**src/common/ccs_pkg.sv**
```systemverilog
// Shared constants and types for the charger control sequencer.
`default_nettype none
package ccs_pkg;
  // ----------------------------------------
  // Clock and timing
  // ----------------------------------------
  localparam int unsigned CLK_HZ        = 40000000;
  localparam int unsigned DET_US        = 250000;
  localparam int unsigned DET_CYC       = DET_US * (CLK_HZ / 1000000);
  localparam int unsigned SLEEP_MS      = 20;
  localparam int unsigned SLEEP_CYC     = SLEEP_MS * (CLK_HZ / 1000);
  localparam int unsigned FLASH_HZ      = 2;
  localparam int unsigned FLASH_HALF    = CLK_HZ / (2 * FLASH_HZ);
  localparam int unsigned PRE_TICKS_DEF = 1800;
  localparam int unsigned PRE_TICKS_RES = 900;
  localparam int unsigned FAST_MULT     = 10;
  localparam int unsigned TICK_CYC      = CLK_HZ;
  localparam int unsigned FILT_LEN      = 4;
  localparam int unsigned NUM_CMP       = 12;
  // ----------------------------------------
  // Comparator input positions
  // ----------------------------------------
  localparam int unsigned CMP_RCH   = 0;
  localparam int unsigned CMP_LOWV  = 1;
  localparam int unsigned CMP_TERM  = 2;
  localparam int unsigned CMP_INPUT_GOOD_N = 3;
  localparam int unsigned CMP_OVP   = 4;
  localparam int unsigned CMP_UVLO  = 5;
  localparam int unsigned CMP_TREG  = 6;
  localparam int unsigned CMP_TOFF  = 7;
  localparam int unsigned CMP_TSOK  = 8;
  localparam int unsigned CMP_PPATH = 9;
  localparam int unsigned CMP_VLOW  = 10;
  localparam int unsigned CMP_SUSP  = 11;
  // ----------------------------------------
  // Timer programming pin states
  // ----------------------------------------
  localparam logic [1:0] TMR_OPEN = 2'h0;
  localparam logic [1:0] TMR_GND  = 2'h1;
  localparam logic [1:0] TMR_RES  = 2'h2;
  // ----------------------------------------
  // Sequencer states
  // ----------------------------------------
  typedef enum logic [2:0] {
    CCS_IDLE, CCS_PRE, CCS_FAST, CCS_DONE, CCS_DET_SINK, CCS_DET_PRE,
    CCS_FAULT
  } ccs_state_t;
endpackage
`default_nettype wire

```
**src/rtl/ccs_filter.sv**
```systemverilog
// Two-flop synchroniser followed by a stability filter for one input.
`default_nettype none
module ccs_filter #(
  parameter int unsigned LEN = 4
) (
  input  wire logic clk_sys,
  input  wire logic sys_rst,
  input  wire logic raw_in,
  output logic      clean_q
);
  logic                   meta_q;
  logic                   sync_q;
  logic [$clog2(LEN+1):0] cnt_q;
  logic                   differs;

  assign differs = (sync_q != clean_q);

  always_ff @(posedge clk_sys) begin
    if (sys_rst) begin
      meta_q  <= 1'b0;
      sync_q  <= 1'b0;
      cnt_q   <= '0;
      clean_q <= 1'b0;
    end else begin
      meta_q <= raw_in;
      sync_q <= meta_q;
      if (!differs) begin
        cnt_q <= '0;
      end else if (cnt_q == ($clog2(LEN+1)+1)'(LEN - 1)) begin
        cnt_q   <= '0;
        clean_q <= sync_q;
      end else begin
        cnt_q <= cnt_q + 1'b1;
      end
    end
  end
endmodule
`default_nettype wire

```
**src/rtl/ccs_sequencer.sv**
```systemverilog
// Charge sequencer: detection, safety timers, faults and status pins.
//
// What this block does
// - After done, recharge threshold starts battery detection.
// - Detection sinks current; battery above low starts charge.
// - Else pre-charge interval; below recharge charges, else retry.
// - Disconnect input high turns battery FET off.
// - Disconnect input high holds charge status low.
// - Separate pre and fast timers; fast is ten times.
// - Open timer pin defaults; grounded pin disables timers.
// - Thermal shutdown freezes both safety timers.
// - Fast timer slows with any charge-current reduction.
// - Pre-charge timer expiry below low threshold faults.
// - Fast timer expiry before termination current faults.
// - Timer fault flashes charge status near two hertz.
// - Fault clears on enable, power, suspend or overvoltage.
// - Input good low only inside headroom-to-overvoltage window.
// - Status low for first cycle; refresh charges float.
// - Thermal pause keeps low; done, disabled, absent float.
// - Die regulation reduces current; shutdown swaps FETs.
// - Thermal regulation suppresses termination detection.
// - Pack temperature outside window suspends charge and timers.
// - Pack temperature suspension keeps status low.
// - Charger stays on twenty milliseconds after sleep entry.
// - Sleep over twenty milliseconds disables input path.
// - Pre-charge until low threshold, then fast charge.
`default_nettype none
module ccs_sequencer #(
  parameter int unsigned DET_CYC    = ccs_pkg::DET_CYC,
  parameter int unsigned SLEEP_CYC  = ccs_pkg::SLEEP_CYC,
  parameter int unsigned FLASH_HALF = ccs_pkg::FLASH_HALF,
  parameter int unsigned TICK_CYC   = ccs_pkg::TICK_CYC,
  parameter int unsigned PRE_DEF    = ccs_pkg::PRE_TICKS_DEF,
  parameter int unsigned PRE_RES    = ccs_pkg::PRE_TICKS_RES
) (
  input  wire logic        clk_sys,
  input  wire logic        sys_rst,
  input  wire logic        charge_enable_n,
  input  wire logic        battery_disconnect_in,
  input  wire logic [1:0]  timer_program_pin,
  input  wire logic [7:0]  charge_current_ratio,
  input  wire logic [11:0] cmp_raw,
  output logic             charge_status_n_oe,
  output logic             input_good_n_oe,
  output logic             input_fet_on,
  output logic             battery_fet_on,
  output logic             detect_sink_on,
  output logic             precharge_on,
  output logic             fastcharge_on,
  output logic             current_reduce,
  output logic             timer_fault
);
  // ----------------------------------------
  // Comparator conditioning
  // ----------------------------------------
  logic [11:0] cmp;
  genvar gi;
  generate
    for (gi = 0; gi < ccs_pkg::NUM_CMP; gi++) begin : g_filt
      ccs_filter #(.LEN(ccs_pkg::FILT_LEN)) u_filt (
        .clk_sys (clk_sys),
        .sys_rst (sys_rst),
        .raw_in  (cmp_raw[gi]),
        .clean_q (cmp[gi])
      );
    end
  endgenerate

  logic ce_m_q, ce_q, off_m_q, off_q;
  logic [1:0] tmr_m_q, tmr_q;
  always_ff @(posedge clk_sys) begin
    if (sys_rst) begin
      ce_m_q  <= 1'b1;
      ce_q    <= 1'b1;
      off_m_q <= 1'b0;
      off_q   <= 1'b0;
      tmr_m_q <= ccs_pkg::TMR_OPEN;
      tmr_q   <= ccs_pkg::TMR_OPEN;
    end else begin
      ce_m_q  <= charge_enable_n;
      ce_q    <= ce_m_q;
      off_m_q <= battery_disconnect_in;
      off_q   <= off_m_q;
      tmr_m_q <= timer_program_pin;
      tmr_q   <= tmr_m_q;
    end
  end

  wire above_rch  = cmp[ccs_pkg::CMP_RCH];
  wire above_lowv = cmp[ccs_pkg::CMP_LOWV];
  wire at_term    = cmp[ccs_pkg::CMP_TERM];
  wire in_ok      = cmp[ccs_pkg::CMP_INPUT_GOOD_N];
  wire ovp        = cmp[ccs_pkg::CMP_OVP];
  wire uvlo_ok    = cmp[ccs_pkg::CMP_UVLO];
  wire treg       = cmp[ccs_pkg::CMP_TREG];
  wire toff       = cmp[ccs_pkg::CMP_TOFF];
  wire ts_ok      = cmp[ccs_pkg::CMP_TSOK];
  wire ppath      = cmp[ccs_pkg::CMP_PPATH];
  wire vlow       = cmp[ccs_pkg::CMP_VLOW];
  wire usb_susp   = cmp[ccs_pkg::CMP_SUSP];

  // ----------------------------------------
  // Input qualification and sleep hold-off
  // ----------------------------------------
  logic [$clog2(SLEEP_CYC+1)-1:0] sleep_cnt_q;
  logic in_path_q;
  wire  sleep_cond = uvlo_ok && !in_ok && !ovp;
  wire  sleep_long = (sleep_cnt_q == ($bits(sleep_cnt_q))'(SLEEP_CYC));
  // Charger keeps running through short sleep dips from half-wave sources.
  wire  power_ok   = (in_ok && !ovp) || (sleep_cond && !sleep_long);
  always_ff @(posedge clk_sys) begin
    if (sys_rst) begin
      sleep_cnt_q <= '0;
    end else if (!sleep_cond) begin
      sleep_cnt_q <= '0;
    end else if (!sleep_long) begin
      sleep_cnt_q <= sleep_cnt_q + 1'b1;
    end
  end

  // ----------------------------------------
  // Fault clearing events
  // ----------------------------------------
  logic ce_prev_q, pwr_prev_q, susp_prev_q, ovp_prev_q;
  always_ff @(posedge clk_sys) begin
    if (sys_rst) begin
      ce_prev_q   <= 1'b1;
      pwr_prev_q  <= 1'b0;
      susp_prev_q <= 1'b0;
      ovp_prev_q  <= 1'b0;
    end else begin
      ce_prev_q   <= ce_q;
      pwr_prev_q  <= uvlo_ok;
      susp_prev_q <= usb_susp;
      ovp_prev_q  <= ovp;
    end
  end
  wire ce_fall   = ce_prev_q && !ce_q;
  wire ovp_exit  = ovp_prev_q && !ovp;
  wire clr_event = (ce_q != ce_prev_q) || (uvlo_ok != pwr_prev_q) ||
                   (usb_susp != susp_prev_q) || (ovp && !ovp_prev_q);
  wire run_ok    = !ce_q && power_ok && !usb_susp;

  // ----------------------------------------
  // Rate-scaled safety timers
  // ----------------------------------------
  // Forty bits keep the full-rate threshold from wrapping at a 1 s tick.
  localparam logic [39:0] TICK_THR = 40'(TICK_CYC) * 40'h00000000FF;
  logic [39:0] tick_acc_q;
  logic [15:0] tmr_cnt_q;
  ccs_pkg::ccs_state_t st_q, st_d;
  wire timers_off = (tmr_q == ccs_pkg::TMR_GND);
  wire [15:0] pre_lim = (tmr_q == ccs_pkg::TMR_RES) ?
                        16'(PRE_RES) : 16'(PRE_DEF);
  wire [15:0] fast_lim = 16'(pre_lim * ccs_pkg::FAST_MULT);
  // Thermal shutdown and pack temperature freeze counts but keep them.
  wire hold    = toff || !ts_ok;
  wire reduced = ppath || vlow || treg;
  wire [7:0] rate = (st_q == ccs_pkg::CCS_FAST && reduced) ?
                    charge_current_ratio : 8'hFF;
  wire [39:0] acc_sum = tick_acc_q + {32'h00000000, rate};
  wire tick = (acc_sum >= TICK_THR);
  wire [15:0] lim = (st_q == ccs_pkg::CCS_FAST) ? fast_lim : pre_lim;
  wire expired = !timers_off && (tmr_cnt_q >= lim);
  wire timed = (st_q == ccs_pkg::CCS_PRE) || (st_q == ccs_pkg::CCS_FAST);
  always_ff @(posedge clk_sys) begin
    if (sys_rst || st_q != st_d || !timed) begin
      tick_acc_q <= 40'h0000000000;
      tmr_cnt_q  <= 16'h0000;
    end else if (!hold && !timers_off) begin
      tick_acc_q <= tick ? acc_sum - TICK_THR : acc_sum;
      if (tick) begin
        tmr_cnt_q <= tmr_cnt_q + 16'h0001;
      end
    end
  end

  // ----------------------------------------
  // Charge sequence
  // ----------------------------------------
  logic [$clog2(DET_CYC+1)-1:0] det_cnt_q;
  logic first_q, first_d;
  wire det_done = (det_cnt_q == ($bits(det_cnt_q))'(DET_CYC - 1));
  // Termination is ignored while any loop is pulling current down.
  wire term_ok = at_term && !treg && !ppath && !vlow;
  always_comb begin
    st_d    = st_q;
    first_d = first_q;
    if (ce_fall || ovp_exit) begin
      first_d = 1'b1;
    end
    if (!run_ok) begin
      st_d = (st_q == ccs_pkg::CCS_FAULT) ? st_q : ccs_pkg::CCS_IDLE;
    end else begin
      case (st_q)
        ccs_pkg::CCS_IDLE: st_d = above_lowv ? ccs_pkg::CCS_FAST :
                                  ccs_pkg::CCS_PRE;
        ccs_pkg::CCS_PRE: begin
          if (above_lowv) begin
            st_d = ccs_pkg::CCS_FAST;
          end else if (expired) begin
            st_d = ccs_pkg::CCS_FAULT;
          end
        end
        ccs_pkg::CCS_FAST: begin
          if (term_ok && !hold) begin
            st_d    = ccs_pkg::CCS_DONE;
            first_d = 1'b0;
          end else if (expired) begin
            st_d = ccs_pkg::CCS_FAULT;
          end
        end
        ccs_pkg::CCS_DONE: if (!above_rch) begin
          st_d = ccs_pkg::CCS_DET_SINK;
        end
        ccs_pkg::CCS_DET_SINK: if (det_done) begin
          st_d = above_lowv ? ccs_pkg::CCS_IDLE :
                 ccs_pkg::CCS_DET_PRE;
        end
        ccs_pkg::CCS_DET_PRE: if (det_done) begin
          st_d = above_rch ? ccs_pkg::CCS_DET_SINK :
                 ccs_pkg::CCS_IDLE;
        end
        default: st_d = st_q;
      endcase
    end
    if (st_q == ccs_pkg::CCS_FAULT && clr_event) begin
      st_d = ccs_pkg::CCS_IDLE;
    end
  end

  always_ff @(posedge clk_sys) begin
    if (sys_rst) begin
      st_q      <= ccs_pkg::CCS_IDLE;
      first_q   <= 1'b1;
      det_cnt_q <= '0;
    end else begin
      st_q    <= st_d;
      first_q <= first_d;
      det_cnt_q <= (st_q != st_d || det_done) ? '0 : det_cnt_q + 1'b1;
    end
  end

  // ----------------------------------------
  // Fault flasher
  // ----------------------------------------
  logic [$clog2(FLASH_HALF+1)-1:0] fl_cnt_q;
  logic fl_q;
  wire fl_wrap = (fl_cnt_q == ($bits(fl_cnt_q))'(FLASH_HALF - 1));
  always_ff @(posedge clk_sys) begin
    if (sys_rst || st_q != ccs_pkg::CCS_FAULT) begin
      fl_cnt_q <= '0;
      fl_q     <= 1'b1;
    end else begin
      fl_cnt_q <= fl_wrap ? '0 : fl_cnt_q + 1'b1;
      fl_q     <= fl_wrap ? !fl_q : fl_q;
    end
  end

  // ----------------------------------------
  // Outputs
  // ----------------------------------------
  wire charging = (st_q == ccs_pkg::CCS_PRE || st_q == ccs_pkg::CCS_FAST);
  wire chg_low  = off_q ||
                  (st_q == ccs_pkg::CCS_FAULT ? fl_q :
                   (charging && first_q && run_ok));
  wire active = run_ok && !hold;
  always_ff @(posedge clk_sys) begin
    if (sys_rst) begin
      charge_status_n_oe <= 1'b0;
      input_good_n_oe    <= 1'b0;
      input_fet_on       <= 1'b0;
      battery_fet_on     <= 1'b1;
      detect_sink_on     <= 1'b0;
      precharge_on       <= 1'b0;
      fastcharge_on      <= 1'b0;
      current_reduce     <= 1'b0;
      timer_fault        <= 1'b0;
    end else begin
      charge_status_n_oe <= chg_low;
      input_good_n_oe    <= in_ok && !ovp;
      input_fet_on       <= !toff && power_ok;
      battery_fet_on     <= !off_q;
      detect_sink_on     <= run_ok && st_q == ccs_pkg::CCS_DET_SINK;
      precharge_on       <= active && (st_q == ccs_pkg::CCS_PRE ||
                            st_q == ccs_pkg::CCS_DET_PRE);
      fastcharge_on      <= active && st_q == ccs_pkg::CCS_FAST;
      current_reduce     <= treg;
      timer_fault        <= st_q == ccs_pkg::CCS_FAULT;
    end
  end
endmodule
`default_nettype wire

```
**config.mk**
```make
export PLATFORM = sky130hd
export DESIGN_NAME = ccs_sequencer
export DESIGN_NICKNAME = d
export VERILOG_FILES = /design/src/common/ccs_pkg.sv /design/src/rtl/ccs_filter.sv /design/src/rtl/ccs_sequencer.sv
export SDC_FILE = /design/constraint.sdc
export NUM_CORES = 1
export LEC_CHECK = 0
export BUFFER_PORTS_ARGS = -buffer_cell sky130_fd_sc_hd__buf_2
export CORE_MARGIN = 3
export CORE_UTILIZATION = 25
export DETAILED_ROUTE_END_ITERATION = 10
export GPL_ROUTABILITY_DRIVEN = 0
export PLACE_DENSITY = 0.38
export SETUP_SLACK_MARGIN = 0.2
export SLEW_MARGIN = 40
export SYNTH_ARGS = -nofsm -noshare
export SYNTH_HDL_FRONTEND = slang
export SYNTH_HIERARCHICAL = 1
export SYNTH_SLANG_ARGS = --single-unit
```
**constraint.sdc**
```tcl
create_clock -name clk_sys -period 6.3 [get_ports clk_sys]
set_input_delay 0.945 -clock clk_sys [delete_from_list [all_inputs] [get_ports clk_sys]]
set_output_delay 0.945 -clock clk_sys [all_outputs]
set_load 0.03 [all_outputs]
```
==> out/summary.txt <==
DRT Pass-1 Iters = 4
FF-to-FF End = tick_acc_q[33]
largest net degree at the start of global routing = 52
sw frac = 0.2171
Storage cell area = 0.004684 mm^2
Post-synth EDFFs = 0
DP HPWL = 19130 um
diodes inserted = 0
die footprint = 0.05001 mm^2
most common cell after layout, fill and taps aside = dfxtp_1
pwr dens = 236.0 mW/mm^2
CP arrival = 6020 ps
top sig layer = met4
Post-Route WL = 27450 um
initial DRC count = 422
gr usage total = 0.1103
fill count = 5030
Initial Utilization = 0.2538
Tmin final = 5515 ps
Crit. End Element = flip-flop
Worst-path clk slew = 60 ps
PostCTS Resize Cnt = 0
Flop pwr share = 0.469
clk buf depth = 3
Worst Path Max Fanout = 26
post-route insts no fill = 2036
reg-to-reg startpoint = st_q[1]
RSZ-0062 raised after global routing = no
routed len/inst = 13.48 um
DR vias = 9154
Pint = 2.507 mW
CTS Hold Buffers Added = 0
final hold violations = 0
crit path from = st_q[1]
reg2reg setup slack = 790 ps
clk root buf = clkbuf_16
multi-input logic area = 0.006748 mm^2
Gate power share = 0.014
Top delay family on crit path = simple AND/OR/NAND/NOR gates
Hold EP = ce_q
crit-path cells = nor2b_1, nand2b_2, or3_1, ha_1, nand4_2, or3_1, a2111oi_4, and3_1, o2111ai_1, a21o_1, and3b_1, o211a_1, buf_4, a221oi_2, xnor2_1, or3_1, a21oi_1
required time of the critical path = 6800 ps
DRC violations left = 0
die width = 223.6 um
met3 WL = 935 um
worst hold start = ce_m_q
ys async rst share = 0
Ports = 35
Routed Antenna Nets = 0
clock power share = 0.517
Slew @ Worst Pin = 699.9 ps
Max Clk Rate = 181.3 MHz
initial antenna violation count = 1
GR Overflow Total = 0
syn_nets = 1451
die height = 223.6 um
endpoints failing setup = 0
Critical Path Most Common Cell = or3_1
clock skew = 25.78 ps
sequential-to-total area share from yosys stat = 0.3956
commonest cells after routing, fill and taps aside = dfxtp_1, nor2_1, xor2_1, xnor2_1, nand2_1
share of cells above drive strength 1 = 0.09657
Final period util = 0.8754
H-tree Lvls = 1
peak supply drop = 0.1891 mV
slowest stage delay, CP = 620 ps
slowest library cell on the worst path = or3_1
YS warnings = 6
vias in the first global route = 8950
max cap viols = 0
Max Transition Viols Final = 0
crit path buf inv count = 1
port bufs = 34
Synth Cell Area = 0.01184 mm^2
Yosys cell types = 79
std cell rows = 79
CTS tree = done
Metal-1 WL = 13810 um
CTS Sinks = 234
core area = 0.04665 mm^2
CTS Buf Count = 30
Post-Synthesis Cells = 1385
first-pass GRT wire length = 46250 um
worst rel slew slack = 0.5294
synthesized flop and latch total = 234
P&R area growth vs syn = 14.58%
final core utilization = 0.2908
NetSw = 0.6950 mW
status = completed
Mean Syn Cell Area = 8.550 um^2
Hold/Removal Path Class = reg2reg
Worst Hold Depth = 1
Post-CTS Setup Bufs = 0
clock insertion delay at the later pin of the skew report = 580 ps
dpl cells = 1982
setup TNS = 0 ps
Crit Path Class = reg2reg
Avg Vias per Cell = 4.496
leakage = 4.698 nW
R2R depth = 17
critical path startpoint category = flip-flop
met2 wire length = 11920 um
Final #Nets = 1473
top flip-flop cell by instance count after synthesis = dfxtp_1
-- per-layer routing --
layer / track usage / vias to the layer above
met5: 0 / -
met4: 0.03322 / 0
met3: 0.02084 / 46
met2: 0.1741 / 121
met1: 0.1534 / 4198
li1: - / 4789
-- cells by family after synthesis --
| family | Yosys count | synth area share |
|---|---|---|
| xor gates and xnor gates | 164 | 0.1213 |
| adders and majority gates | 41 | 0.04374 |
| and+or+nand+nor | 641 | 0.2823 |
| muxes | 16 | 0.01374 |
| AOI/OAI and AO/OA | 192 | 0.1061 |
| DFF | 234 | 0.3956 |
| buffers and inverters | 97 | 0.03719 |
-- power by group through the flow --
stage | clock [mW] | combinational, mW | sequential (mW)
finish | 1.65 | 0.0455 | 1.50
global route | 1.79 | 0.0523 | 1.50
CTS | 1.74 | 0.0473 | 1.50
detailed placement | 0 | 0.0471 | 1.53
global placement | 0 | 0.0464 | 1.53
floorplan | 0 | 0.0242 | 1.53
-- worst max path at each step --
stage | cells past startpoint | end | slack, ps
3_5_place_dp | 17 | tick_acc_q[33] | 700
4_1_cts | 17 | tick_acc_q[33] | 630
3_3_place_gp | 17 | tick_acc_q[17] | 790
2_1_floorplan | 21 | tick_acc_q[39] | 1510
5_1_grt | 17 | tick_acc_q[17] | 280
6_report | 17 | tick_acc_q[33] | 790
-- synth_stat cells, types with 10 or more instances --
cell | count | area (um^2)
inv_1 | 41 | 153.9
nand2_1 | 81 | 304.0
a21o_1 | 12 | 90.09
ha_1 | 39 | 488.0
clkbuf_1 | 32 | 120.1
nor2b_1 | 45 | 281.5
or3_4 | 12 | 135.1
nor2_1 | 222 | 833.3
nor3_1 | 22 | 110.1
buf_2 | 10 | 50.05
o21a_1 | 11 | 82.58
nand4_1 | 24 | 150.1
nand2b_1 | 16 | 100.1
a21oi_1 | 60 | 300.3
xnor2_1 | 81 | 709.4
nor4_1 | 11 | 68.82
and3_1 | 40 | 250.2
and2_1 | 21 | 131.4
dfxtp_1 | 234 | 4684
nand3_1 | 62 | 310.3
xor2_1 | 83 | 727.0
nor3b_1 | 16 | 120.1
o21ai_0 | 40 | 200.2
or3_1 | 26 | 162.7
mux2i_1 | 14 | 140.1
-- registers in the layout, indices dropped and copies added (netlist names), 2 cells and up --
| register | count |
|---|---|
| fl_cnt_q | 24 |
| tmr_q | 2 |
| st_q | 3 |
| tmr_m_q | 2 |
| g_filt.u_filt/meta_q | 12 |
| tmr_cnt_q | 16 |
| g_filt.u_filt/cnt_q | 48 |
| tick_acc_q | 40 |
| sleep_cnt_q | 20 |
| g_filt.u_filt/sync_q | 12 |
| det_cnt_q | 24 |
| g_filt.u_filt/clean_q | 12 |
-- cell type report --
cell class / instances / share of cell area
multi-input cells: 1054 / 0.4973
clock buffers: 48 / 0.06474
well taps: 607 / 0.05598
flip-flops and latches: 234 / 0.3453
inverters: 41 / 0.01134
repair buffers: 46 / 0.01918
clock inverters: 6 / 0.006179
-- through the flow --
stage	instance area [um^2]	hold WS, ps	total power, mW	setup WS [ps]
after floorplan	11840	370.1	1.557	1514
after global routing	13570	423.2	3.349	282.0
after CTS	13560	416.9	3.288	634.5
after detailed placement	12600	401.8	1.581	703.3
final	13570	415.0	3.202	785.1
after global placement	12580	405.0	1.580	786.0
No activity file was read; power rests on OpenSTA's default activity.
